### src/design/osc_ctl_pkg.sv
// constants for the oscillator control block
// assumes a single 50 MHz system clock and a plain register port
package osc_ctl_pkg;
    localparam int          ADDR_W          = 4;
    localparam logic [3:0]  OSC_CTL_ADDR    = 4'h0;
    localparam logic [3:0]  IRQ_STAT_ADDR   = 4'h1;
    localparam logic [3:0]  IRQ_MASK_ADDR   = 4'h2;
    localparam logic [3:0]  LOCK_STAT_ADDR  = 4'h3;
    localparam logic [7:0]  UNLOCK_FIRST    = 8'hE7;
    localparam logic [7:0]  UNLOCK_SECOND   = 8'h18;
    localparam logic [7:0]  OSC_CTL_RESET   = 8'h00;
    localparam int          SEL_LSB         = 0;
    localparam int          FAIL_EN_BIT     = 5;
    localparam int          IPO_EN_BIT      = 7;
    localparam int          XTAL_EN_BIT     = 6;
    localparam logic [2:0]  SEL_IPO_FAST    = 3'h0;
    localparam logic [2:0]  SEL_IPO_SLOW    = 3'h1;
    localparam logic [2:0]  SEL_XTAL        = 3'h2;
    localparam logic [2:0]  SEL_WDOG        = 3'h3;
    localparam logic [2:0]  SEL_EXT_PIN     = 3'h4;
    localparam int          EV_ACCEPT       = 0;
    localparam int          EV_REJECT       = 1;
    localparam int          EV_RESERVED     = 2;
    localparam int          EV_W            = 3;
endpackage

### src/design/unlock_seq.sv
// unlock sequencer: watches control-register writes only
// assumes one write strobe per cycle, synchronous reset
`timescale 1ns/1ns
`default_nettype none
module unlock_seq (
    input  wire logic       mclk,
    input  wire logic       rst,
    input  wire logic       ctl_wr,
    input  wire logic [7:0] wdata,
    output logic            accept,
    output logic [1:0]      stage
);
    typedef enum logic [1:0] {LOCKED, HALF, OPEN} lock_t;
    lock_t state_reg;
    lock_t state_next;

    always_comb begin
        state_next = state_reg;
        accept     = 1'b0;
        case (state_reg)
            LOCKED: begin
                if (ctl_wr && wdata == osc_ctl_pkg::UNLOCK_FIRST) begin
                    state_next = HALF;
                end
            end
            HALF: begin
                if (ctl_wr) begin
                    state_next = (wdata == osc_ctl_pkg::UNLOCK_SECOND) ? OPEN : LOCKED;
                end
            end
            OPEN: begin
                if (ctl_wr) begin
                    accept     = 1'b1;
                    state_next = LOCKED;
                end
            end
            default: state_next = LOCKED;
        endcase
    end

    always_ff @(posedge mclk) begin
        if (rst) begin
            state_reg <= LOCKED;
        end else begin
            state_reg <= state_next;
        end
    end

    assign stage = state_reg;
endmodule
`default_nettype wire

### src/design/clk_source_decode.sv
// decodes the source selector into one-hot source enables
// assumes the selector comes from a register
`timescale 1ns/1ns
`default_nettype none
module clk_source_decode (
    input  wire logic [2:0] sel,
    output logic [4:0]      onehot,
    output logic            reserved
);
    always_comb begin
        onehot   = 5'h00;
        reserved = 1'b0;
        case (sel)
            osc_ctl_pkg::SEL_IPO_FAST: onehot = 5'h01;
            osc_ctl_pkg::SEL_IPO_SLOW: onehot = 5'h02;
            osc_ctl_pkg::SEL_XTAL:     onehot = 5'h04;
            osc_ctl_pkg::SEL_WDOG:     onehot = 5'h08;
            osc_ctl_pkg::SEL_EXT_PIN:  onehot = 5'h10;
            default:                   reserved = 1'b1;
        endcase
    end
endmodule
`default_nettype wire

### src/design/osc_ctl.sv
// oscillator control block with write-protected control register
// assumes the register port is synchronous to mclk; reads answer next cycle
`timescale 1ns/1ns
`default_nettype none
module osc_ctl (
    input  wire logic                            mclk,
    input  wire logic                            rst,
    input  wire logic [osc_ctl_pkg::ADDR_W-1:0]  addr,
    input  wire logic [7:0]                      wdata,
    input  wire logic                            wr,
    input  wire logic                            rd,
    output logic [7:0]                           rdata,
    output logic [2:0]                           sys_clock_source_sel,
    output logic [4:0]                           source_onehot,
    output logic                                 ipo_enable,
    output logic                                 xtal_enable,
    output logic                                 watchdog_osc_fail_detect_en,
    output logic                                 irq
);
    logic [7:0]           ctl_reg;
    logic [osc_ctl_pkg::EV_W-1:0] stat_reg;
    logic [osc_ctl_pkg::EV_W-1:0] mask_reg;
    logic [osc_ctl_pkg::EV_W-1:0] ev;
    logic [4:0]           onehot;
    logic                 reserved;
    logic                 accept;
    logic [1:0]           stage;
    logic                 ctl_wr;
    logic [2:0]           sel_in;

    // only control-register writes feed the sequencer
    assign ctl_wr = wr && addr == osc_ctl_pkg::OSC_CTL_ADDR;
    assign sel_in = wdata[osc_ctl_pkg::SEL_LSB +: 3];

    unlock_seq u_seq (
        .mclk   (mclk),
        .rst    (rst),
        .ctl_wr (ctl_wr),
        .wdata  (wdata),
        .accept (accept),
        .stage  (stage)
    );

    clk_source_decode u_dec (
        .sel      (ctl_reg[osc_ctl_pkg::SEL_LSB +: 3]),
        .onehot   (onehot),
        .reserved (reserved)
    );

    // load on accepted write, else hold
    always_ff @(posedge mclk) begin
        if (rst) begin
            ctl_reg <= osc_ctl_pkg::OSC_CTL_RESET;
        end else if (accept) begin
            ctl_reg <= wdata;
        end
    end

    assign ev[osc_ctl_pkg::EV_ACCEPT]   = accept;
    assign ev[osc_ctl_pkg::EV_REJECT]   = ctl_wr && !accept && stage == 2'd1
                                          && wdata != osc_ctl_pkg::UNLOCK_SECOND;
    assign ev[osc_ctl_pkg::EV_RESERVED] = accept && sel_in > osc_ctl_pkg::SEL_EXT_PIN;

    // sticky status: set wins over write-one-to-clear
    always_ff @(posedge mclk) begin
        if (rst) begin
            stat_reg <= '0;
        end else if (wr && addr == osc_ctl_pkg::IRQ_STAT_ADDR) begin
            stat_reg <= (stat_reg & ~wdata[osc_ctl_pkg::EV_W-1:0]) | ev;
        end else begin
            stat_reg <= stat_reg | ev;
        end
    end

    always_ff @(posedge mclk) begin
        if (rst) begin
            mask_reg <= '0;
        end else if (wr && addr == osc_ctl_pkg::IRQ_MASK_ADDR) begin
            mask_reg <= wdata[osc_ctl_pkg::EV_W-1:0];
        end
    end

    always_ff @(posedge mclk) begin
        if (rst) begin
            irq <= 1'b0;
        end else begin
            irq <= |(((stat_reg & ~(wr && addr == osc_ctl_pkg::IRQ_STAT_ADDR
                      ? wdata[osc_ctl_pkg::EV_W-1:0] : 3'h0)) | ev) & mask_reg);
        end
    end

    always_ff @(posedge mclk) begin
        if (rst) begin
            sys_clock_source_sel        <= 3'h0;
            source_onehot               <= 5'h01;
            ipo_enable                  <= 1'b0;
            xtal_enable                 <= 1'b0;
            watchdog_osc_fail_detect_en <= 1'b0;
        end else begin
            sys_clock_source_sel        <= ctl_reg[osc_ctl_pkg::SEL_LSB +: 3];
            source_onehot               <= reserved ? source_onehot : onehot;
            ipo_enable                  <= ctl_reg[osc_ctl_pkg::IPO_EN_BIT];
            xtal_enable                 <= ctl_reg[osc_ctl_pkg::XTAL_EN_BIT];
            watchdog_osc_fail_detect_en <= ctl_reg[osc_ctl_pkg::FAIL_EN_BIT];
        end
    end

    always_ff @(posedge mclk) begin
        if (rst) begin
            rdata <= 8'h00;
        end else if (rd) begin
            case (addr)
                osc_ctl_pkg::OSC_CTL_ADDR:   rdata <= ctl_reg;
                osc_ctl_pkg::IRQ_STAT_ADDR:  rdata <= {5'h00, stat_reg};
                osc_ctl_pkg::IRQ_MASK_ADDR:  rdata <= {5'h00, mask_reg};
                osc_ctl_pkg::LOCK_STAT_ADDR: rdata <= {6'h00, stage};
                default:                     rdata <= 8'h00;
            endcase
        end else begin
            rdata <= 8'h00;
        end
    end

    relock_a: assert property (@(posedge mclk) disable iff (rst)
        accept |=> stage == 2'd0 && ctl_reg == $past(wdata)) else $error("no relock after data write");
    hold_ctl_a: assert property (@(posedge mclk) disable iff (rst)
        !accept |=> $stable(ctl_reg)) else $error("control changed while locked");
    // second value arms only from first
    unlock_pair_a: assert property (@(posedge mclk) disable iff (rst)
        $rose(stage == 2'd2) |-> $past(ctl_wr) && $past(wdata) == osc_ctl_pkg::UNLOCK_SECOND
        && $past(stage) == 2'd1) else $error("unlock without pair");
    other_keep_a: assert property (@(posedge mclk) disable iff (rst)
        !ctl_wr |=> $stable(stage)) else $error("progress lost on other access");
    gap_keep_a: assert property (@(posedge mclk) disable iff (rst)
        (stage == 2'd1 && !ctl_wr) [*2] |=> stage == 2'd1) else $error("half unlock dropped");
    fail_en_a: assert property (@(posedge mclk) disable iff (rst)
        accept |=> ##1 watchdog_osc_fail_detect_en == ctl_reg[5]) else $error("fail detect mismatch");
    sel_fast_a: assert property (@(posedge mclk) disable iff (rst)
        ctl_reg[2:0] == 3'h0 |=> source_onehot == 5'h01) else $error("fast select wrong");
    sel_ext_a: assert property (@(posedge mclk) disable iff (rst)
        ctl_reg[2:0] == 3'h4 |=> source_onehot == 5'h10) else $error("pin select wrong");
    sel_wdog_a: assert property (@(posedge mclk) disable iff (rst)
        ctl_reg[2:0] == 3'h3 |=> source_onehot == 5'h08) else $error("watchdog select wrong");
    reset_lock_a: assert property (@(posedge mclk)
        rst |=> stage == 2'd0) else $error("reset left unlock progress");
endmodule
`default_nettype wire

### config.mk
export PLATFORM = sky130hd
export DESIGN_NAME = osc_ctl
export DESIGN_NICKNAME = d
export VERILOG_FILES = /design/src/design/osc_ctl_pkg.sv /design/src/design/unlock_seq.sv /design/src/design/clk_source_decode.sv /design/src/design/osc_ctl.sv
export SDC_FILE = /design/constraint.sdc
export NUM_CORES = 1
export LEC_CHECK = 0
export ABC_AREA = 1
export BUFFER_PORTS_ARGS = -buffer_cell sky130_fd_sc_hd__buf_2
export CORE_MARGIN = 1.5
export CORE_UTILIZATION = 50
export CTS_BUF_LIST = sky130_fd_sc_hd__clkbuf_16
export DETAILED_ROUTE_END_ITERATION = 7
export MAX_ROUTING_LAYER = met4
export PLACE_DENSITY = 0.88
export SLEW_MARGIN = 25
export SYNTH_ARGS = -nofsm -noshare
export SYNTH_HDL_FRONTEND = slang
export SYNTH_SLANG_ARGS = --single-unit
### constraint.sdc
create_clock -name mclk -period 1.3 [get_ports mclk]
set_input_delay 0.13 -clock mclk [delete_from_list [all_inputs] [get_ports mclk]]
set_output_delay 0.13 -clock mclk [all_outputs]
set_load 0.02 [all_outputs]
== After elaboration in Yosys (flattened, before gate mapping) ==
Index checks and enable logic that the tools add are counted.

* Mux-type cells: 11
* Equal/unequal tests: 15
* Reductions and logical operators: 16
* Magnitude comparators: 1
* Bitwise operators: 9

{| class="wikitable"
|+ Operator list
! kind !! number
|-
| 8-bit case mux with 4 select lines || 1
|-
| 5-bit case mux with 5 select lines || 1
|-
| 3-bit bitwise AND || 3
|-
| 3-bit OR || 3
|-
| 4-bit by 2-bit == test with 1-bit output (second input constant) || 2
|-
| 8-bit by 5-bit == test with 1-bit output (second input constant) || 1
|-
| 8-bit == test (second input constant) || 1
|-
| 1-bit logical AND || 8
|-
| 2-bit two-way mux || 4
|-
| 8-bit by 5-bit inequality test with 1-bit output (second input constant) || 1
|-
| 3-bit by 2-bit == test with 1-bit output (second input constant) || 2
|-
| 3-bit two-way mux || 2
|-
| 3-bit NOT || 2
|-
| 2-bit case mux with 3 select lines || 1
|-
| 5-bit OR reduction || 1
|-
| 4-bit by 1-bit == test with 1-bit output (second input constant) || 1
|-
| 4-bit logical NOT || 1
|-
| 2-bit inequality test (second input constant) || 2
|-
| 3-bit by 1-bit == test with 1-bit output (second input constant) || 1
|-
| 3-bit == test (second input constant) || 1
|-
| 3-bit greater-than comparator (second input constant) || 1
|-
| 3-bit logical NOT || 1
|-
| 3-bit AND reduction || 1
|-
| 3-bit OR reduction || 1
|-
| other kinds (8) || 9
|}

* Bits in registers: 36
* Logic and storage cells: 63
* Output and inout port bits: 20

== Logic depth before layout (Yosys ltp) ==
Gate-level depths: netlist (run 1).

* Depth in word-level cells: 11
* Gate-level depth with buffers: 8
* Mapped depth without buffers: 7

== Hierarchy ==
Synthesis (run 1) repeated with hierarchy kept, for this count alone.

* Cell total of the unflattened synthesis: 209
* Area, all modules: 1493.9 um^2

{| class="wikitable"
|+ Modules (own cells, without submodules)
! module !! instances !! cells an instance !! area each (um^2) !! sequential area each (um^2)
|-
| osc_ctl || 1 || 164 || 1272.5 || 680.7
|-
| unlock_seq || 1 || 32 || 172.7 || 40.0
|-
| clk_source_decode || 1 || 13 || 48.8 || 0.0
|}

== Least setup slack after synthesis (run 1) ==
OpenSTA, ideal clock, no wires.

* Kind: register to register
* Start point: register u_seq.state_reg[1] (netlist: u_seq.stage[1])
* End point: register ctl_reg[5]
* Setup time: 0.117 ns
* Clock period less this slack: 1.043 ns
* Path buffers: 1
* Stages on the path, launching flop included: 7
* Arrival: 0.926 ns
* Slack: 0.257 ns
* Path through: dfxtp_1 > inv_1 > nor2_1 > nand2_2 > buf_6 > o21ai_1 > a21oi_1

* Longest elaborated chain between the ends: 2

{| class="wikitable"
|+ Ends and longest elaborated chain
! what !! RTL line !! source
|-
| start, declared || unlock_seq.sv:14 || <nowiki>lock_t state_reg;</nowiki>
|-
| start signal, assigned || unlock_seq.sv:45 || <nowiki>state_reg <= state_next;</nowiki>
|-
| 2-bit == test || unlock_seq.sv:20 || <nowiki>case (state_reg)</nowiki>
|-
| 1-bit two-way mux || unlock_seq.sv:20 ||
|-
| end signal, assigned || osc_ctl.sv:53 || <nowiki>ctl_reg <= osc_ctl_pkg::OSC_CTL_RESET;</nowiki>
|-
| end signal, assigned || osc_ctl.sv:55 || <nowiki>ctl_reg <= wdata;</nowiki>
|-
| end, declared || osc_ctl.sv:20 || <nowiki>logic [7:0] ctl_reg;</nowiki>
|}

Every way passes these cells.
A chain may end at the register's enable or synchronous reset.

== Final worst setup path (run 1) ==
* Start point: register u_seq.state_reg[1] (netlist: u_seq.stage[1])
* End point: register ctl_reg[1]

Same word-level chain as after synthesis.

==> results of run 1 <==
==> cells by family after synthesis <==
family	count (synthesis)
AOI/OAI and AO/OA	33
buffers and inverters	24
DFF	36
and+or+nand+nor	80
==> critical path, stage by stage, from the launching register on <==
cell and delay, ns:
dfxtp_1 0.36, inv_1 0.08, nor2_2 0.18, nand2_4 0.15, o21ai_0 0.17, a21oi_1 0.05
==> through the flow <==
stage,hold WS [ns],worst slack [ns],area [sq um]
final,0.1526,0.1929,1714
after global routing,0.1776,0.05179,1714
after CTS,0.1465,0.09658,1707
after detailed placement,0.4182,-0.01401,1573
after global placement,0.4111,0.04565,1573
after floorplan,0.2083,0.2569,1356
==> cell usage after synthesis, drive strengths merged <==
cell type,instances
a21oi,17
buf,2
inv,19
nor2,30
nor3,5
nand2,24
nor4,1
clkbuf,2
nand4,7
dfxtp,36
o21ai,14
nand3b,1
a32o,1
nand3,12
o221ai,1
clkinv,1
==> area by class of cell <==
type                       instances  area [sq um]  area share
sequential                        36         720.7      0.4204
clock buffer                       5         125.1     0.07299
timing repair buffer              39         205.2      0.1197
multi-input combinational        113         541.8      0.3161
inverter                          20         75.07     0.04380
clock inverter                     2         8.758    0.005110
tap                               30         37.54     0.02190
==> metal layers <==
layer / up-vias / track usage / wire, um
li1: 650 / - / -
met1: 595 / 0.2663 / 1253
met2: 58 / 0.3829 / 1523
met3: 12 / 0.08333 / 232
met4: 0 / 0.1585 / 95
met5: - / - / 0
==> placed cells by master (no fill, tap or decap), drive strengths merged, types with 5 or more instances in the layout <==
| cell | count |
|---|---|
| o21ai | 14 |
| dfxtp | 36 |
| nand4 | 7 |
| clkbuf | 5 |
| inv | 20 |
| nor3 | 5 |
| a21oi | 17 |
| nor2 | 30 |
| buf | 39 |
| nand2 | 24 |
| nand3 | 12 |
==> what timing repair did <==
| item | CTS | global route |
|---|---|---|
| hold endpoints to repair | 0 | 0 |
| setup endpoints to repair | 0 | 6 |
| resized for setup | 0 | 2 |
==> where the power goes <==
part	total (mW)	internal [mW]	switching (mW)
clock network	1.09	0.686	0.401
logic	0.109	0.0367	0.0721
registers	1.11	1.11	0.00184
==> worst max path at each step <==
stage	end	slack, ns	depth (start not counted)
floorplan	ctl_reg[5]$_SDFFE_PP0P_	0.26	6
global placement	ctl_reg[7]$_SDFFE_PP0P_	0.05	7
detailed placement	ctl_reg[2]$_SDFFE_PP0P_	-0.01	8
CTS	ctl_reg[0]$_SDFFE_PP0P_	0.1	5
global route	ctl_reg[2]$_SDFFE_PP0P_	0.05	6
finish	ctl_reg[1]$_SDFFE_PP0P_	0.19	5
==> key figures, run 1 <==
Setup path
  – Crit path required time: 1.46 ns
  – Worst-path fanout max: 15
  – Kind of critical path: reg -> reg
  – R2R setup slack: 0.19 ns
  – Critical Path AT: 1.26 ns
  – Crit path launch: u_seq.stage[1]$_SDFFE_PP0P_
  – R2R Path Start: u_seq.stage[1]$_SDFFE_PP0P_
  – CP endpoint kind: register
  – Worst reg2reg path depth: 5
  – CP Launch Type: register
  – Capturing point of the worst reg2reg path: ctl_reg[1]$_SDFFE_PP0P_

Placement
  – GPL Wtd Cong: 0.9451
  – Detailed placer's ending HPWL: 2115 um
  – Port bufs: 35
  – Placed cells: 238

Drt
  – Antenna-violating nets left: 0
  – Wirelength per Cell: 12.68 um
  – Via count: 1315
  – DR iter-0 viols: 45
  – DRC: 0
  – DR pass1 iterations: 4
  – DR vias/cell: 5.367
  – Routed WL: 3106 um

CTS
  – H-tree depth: 2
  – Worst-Skew Late Latency: 0.27 ns
  – Post-CTS Setup Bufs: 0
  – CTS tree: yes
  – Reg clk slew, reported paths: 0.05 ns
  – Root buffer cell: clkbuf_16
  – CTS Buffer Depth: 2
  – CTS Hold Bufs: 0
  – Clock sinks: 36
  – TritonCTS Buffers: 5

STA
  – Fin Setup TNS: 0 ns
  – Final Hold Viols: 0
  – Final setup fails: 0
  – Max Clock Freq: 903.3 MHz
  – Crit share post-route: 0.8516
  – Slew HR: 0.7546
  – Post-route minimum period: 1.107 ns
  – Fin. max-slew vios: 0
  – Worst Tran Pin Value: 0.3667 ns
  – Fin Clk Skew: 0.004235 ns
  – RSZ-0062 raised after global routing: no

GRT
  – Initial antenna violation count: 0
  – Number of global-route vias before repair: 1116
  – Largest net degree at the start of global routing: 16
  – Global-route wire length before repair: 4830 um
  – Total GRT Usage: 0.2455
  – Gr ovfl total: 0

Floorplan
  – Rows: 18
  – Die Y: 55.08 um
  – I/O pin cnt: 36
  – Total core area: 0.002522 sq mm
  – Initial core utilization: 0.5377
  – Die Footprint: 0.003034 sq mm
  – Die width: 55.08 um

Hold path
  – WHS Endpoint: ctl_reg[3]$_SDFFE_PP0P_
  – Worst Hold Depth: 3
  – Hold Path Class: in -> reg
  – Hold_sp: wdata[3]

Finish
  – Finished Layout Cells: 245
  – Share of cells above drive strength 1: 0.2326
  – Nets: 231
  – Syn-to-layout area delta: 26.38%
  – Fillers: 212
  – Util after Layout: 0.6796
  – Inserted Diodes: 0

Power
  – Pwr dens: 1345 mW/mm^2
  – P_leak: 0.7934 nW
  – Total power draw: 2.305 mW
  – Peak VDD IR: 1.297 mV

Synth
  – Mux cell area share after synthesis: 0
  – Syn Inst Count: 173
  – Adder-Cell Fraction of Synth Area: 0
  – Syn Area/Cell: 7.840 sq um
  – Register area share after synthesis: 0.5314
  – Share of the synthesized area in compound gates (AO/OA/AOI/OAI): 0.1282
  – Top cells by area, synth: dfxtp_1 53%, nor2_1 7.7%, a21oi_1 6.3%
  – Synthesized cell area: 0.001356 sq mm
  – Synth warn: 0
  – Xor and xnor area share after synthesis: 0
  – Largest family of logic cells by synthesized area: simple AND/OR/NAND/NOR gates
  – Post-synth top area cell: dfxtp_1
  – Syn nets: 189
  – Synth cell types: 21
  – FF+latch count, synth: 36
  – Simple-Gate Fraction of Synth Area: 0.2657
  – Top-area cell type share of the netlist area: 0.5314

Run
  – Max_cap viols: 0

Outcome
  – Status: complete, no violations
(Power assumes the default switching activity.)
==> run 2: changes to the inputs <==
--- a/config.mk
+++ b/config.mk
@@ -7,8 +7,10 @@
 export LEC_CHECK = 0
 export ABC_AREA = 1
 export BUFFER_PORTS_ARGS = -buffer_cell sky130_fd_sc_hd__buf_2
+export CELL_PAD_IN_SITES_DETAIL_PLACEMENT = 1
+export CELL_PAD_IN_SITES_GLOBAL_PLACEMENT = 1
 export CORE_MARGIN = 1.5
-export CORE_UTILIZATION = 50
+export CORE_UTILIZATION = 36
 export CTS_BUF_LIST = sky130_fd_sc_hd__clkbuf_16
 export DETAILED_ROUTE_END_ITERATION = 7
 export MAX_ROUTING_LAYER = met4
==> key figures, run 2 (synthesized netlist as in run 1, its figures left out) <==
Drt
  – DR pass1 iterations: 4
  – DR iter-0 viols: 46
  – Antenna-violating nets left: 0
  – Via count: 1296
  – Routed WL: 3613 um
  – DRC: 0
  – Wirelength per Cell: 13.69 um
  – DR vias/cell: 4.909

Finish
  – Share of cells above drive strength 1: 0.2315
  – Util after Layout: 0.4797
  – Nets: 232
  – Inserted Diodes: 0
  – FF+latch area: 720.7 sq um
  – Area of the multi-input gates: 541.8 sq um
  – Most common cell after layout, fill and taps aside: dfxtp_1
  – Most frequent cells in the layout: 36 x dfxtp_1, 35 x buf_2, 27 x nor2_1
  – Syn-to-layout area delta: 28.51%
  – Fillers: 478

STA
  – Fin. max-slew vios: 0
  – Final setup fails: 0
  – Crit share post-route: 0.9226
  – RSZ-0062 raised after global routing: no
  – Post-route minimum period: 1.199 ns
  – Hold Slack: 0.1530 ns
  – Max Clock Freq: 833.8 MHz
  – Worst Tran Pin Value: 0.3562 ns
  – Fin Clk Skew: 0.003139 ns
  – Slew HR: 0.7616
  – Final Hold Viols: 0
  – Fin Setup TNS: 0 ns
  – Final worst slack: 0.1006 ns

Hold path
  – Hold Path Class: in -> reg

Floorplan
  – Die Y: 64.38 um
  – Die Footprint: 0.004145 sq mm
  – I/O pin cnt: 36
  – Rows: 22
  – Total core area: 0.003633 sq mm
  – Initial core utilization: 0.3733
  – Die width: 64.38 um

GRT
  – Number of global-route vias before repair: 1278
  – Gr ovfl total: 0
  – Initial antenna violation count: 0
  – Total GRT Usage: 0.1944
  – Global-route wire length before repair: 5809 um
  – Largest net degree at the start of global routing: 16

Setup path
  – R2R setup slack: 0.10 ns
  – CP endpoint kind: register
  – Worst reg2reg path depth: 6
  – Capturing point of the worst reg2reg path: ctl_reg[2]$_SDFFE_PP0P_
  – CP Launch Type: register
  – Critical Path AT: 1.40 ns
  – Kind of critical path: reg -> reg
  – Worst-path fanout max: 15
  – Crit path launch: u_seq.stage[1]$_SDFFE_PP0P_
  – CP endpoint: ctl_reg[2]$_SDFFE_PP0P_
  – R2R Path Start: u_seq.stage[1]$_SDFFE_PP0P_
  – Crit path required time: 1.50 ns

CTS
  – TritonCTS Buffers: 5
  – Post-CTS Setup Bufs: 0
  – Reg clk slew, reported paths: 0.05 ns
  – Clock sinks: 36
  – Root buffer cell: clkbuf_16
  – CTS tree: yes
  – H-tree depth: 2
  – CTS Buffer Depth: 2
  – Worst-Skew Late Latency: 0.28 ns
  – CTS Hold Bufs: 0

Placement
  – Port bufs: 35
  – Detailed placer's ending HPWL: 2590 um
  – Post-place setup slack: 0.01414 ns
  – GPL Wtd Cong: 0.8973

Power
  – P_leak: 0.7928 nW
  – Peak VDD IR: 0.5451 mV
  – Pwr dens: 1328 mW/mm^2

Outcome
  – Status: complete, no violations

Run
  – Max_cap viols: 0
-- run 2: changes by cell type in the layout (fill, tap and decap cells not counted) --
| cell | before | now |
|---|---|---|
| inv_1 | 20 | 19 |
| clkinv_1 | 1 | 3 |
| clkinv_2 | 1 | 0 |
| buf_4 | 4 | 5 |
-- run 2: cell type report --
| type | count | area share |
|---|---|---|
| Inverter | 20 | 0.04307 |
| Sequential cell | 36 | 0.4135 |
| Tap cell | 48 | 0.03446 |
| Clock inverter | 2 | 0.004307 |
| Timing Repair Buffer | 40 | 0.1220 |
| Multi-Input combinational cell | 113 | 0.3108 |
| Clock buffer | 5 | 0.07179 |
-- run 2: through the flow --
step	cell area (sq um)	instances	total power, mW
CTS	1735	264	2.329
finish	1743	264	2.315
detailed placement	1603	257	1.240
global route	1743	264	2.393
floorplan	1356	173	1.179
global placement	1603	257	1.238
-- run 2: worst min-delay path by stage --
stage	startpoint	to	slack, ns	depth (start not counted)
after floorplan	rst	source_onehot[1]$_SDFFE_PP0P_	0.21	1
after global placement	wdata[4]	ctl_reg[4]$_SDFFE_PP0P_	0.41	3
after detailed placement	wdata[4]	ctl_reg[4]$_SDFFE_PP0P_	0.42	3
after CTS	wdata[3]	ctl_reg[3]$_SDFFE_PP0P_	0.15	3
after global routing	wdata[3]	ctl_reg[3]$_SDFFE_PP0P_	0.16	3
final	wdata[3]	ctl_reg[3]$_SDFFE_PP0P_	0.15	3
-- run 2: critical path, stage by stage, from the launching register on --
cell and delay [ns]:
dfxtp_1 0.38, inv_1 0.09, nor2_2 0.16, nand2_4 0.14, inv_1 0.15, nand3_1 0.11, o21ai_0 0.09
-- run 2: what timing repair did --
item,CTS,global route
setup endpoints to repair,0,4
endpoints found under the hold margin,0,0
resized for setup,0,2
-- run 2: metal layers --
layer,global-route usage,vias up,part of all wire
li1,-,656,-
met5,-,-,0
met1,0.2107,607,0.43
met3,0.04754,6,0.037
met4,0.07979,0,0.019
met2,0.3398,27,0.51
-- run 2: power breakdown --
part	total [mW]	internal, mW	switching, mW
registers	1.11	1.11	0.00201
clock network	1.09	0.684	0.411
logic	0.111	0.0368	0.0740
total	2.31	1.83	0.487
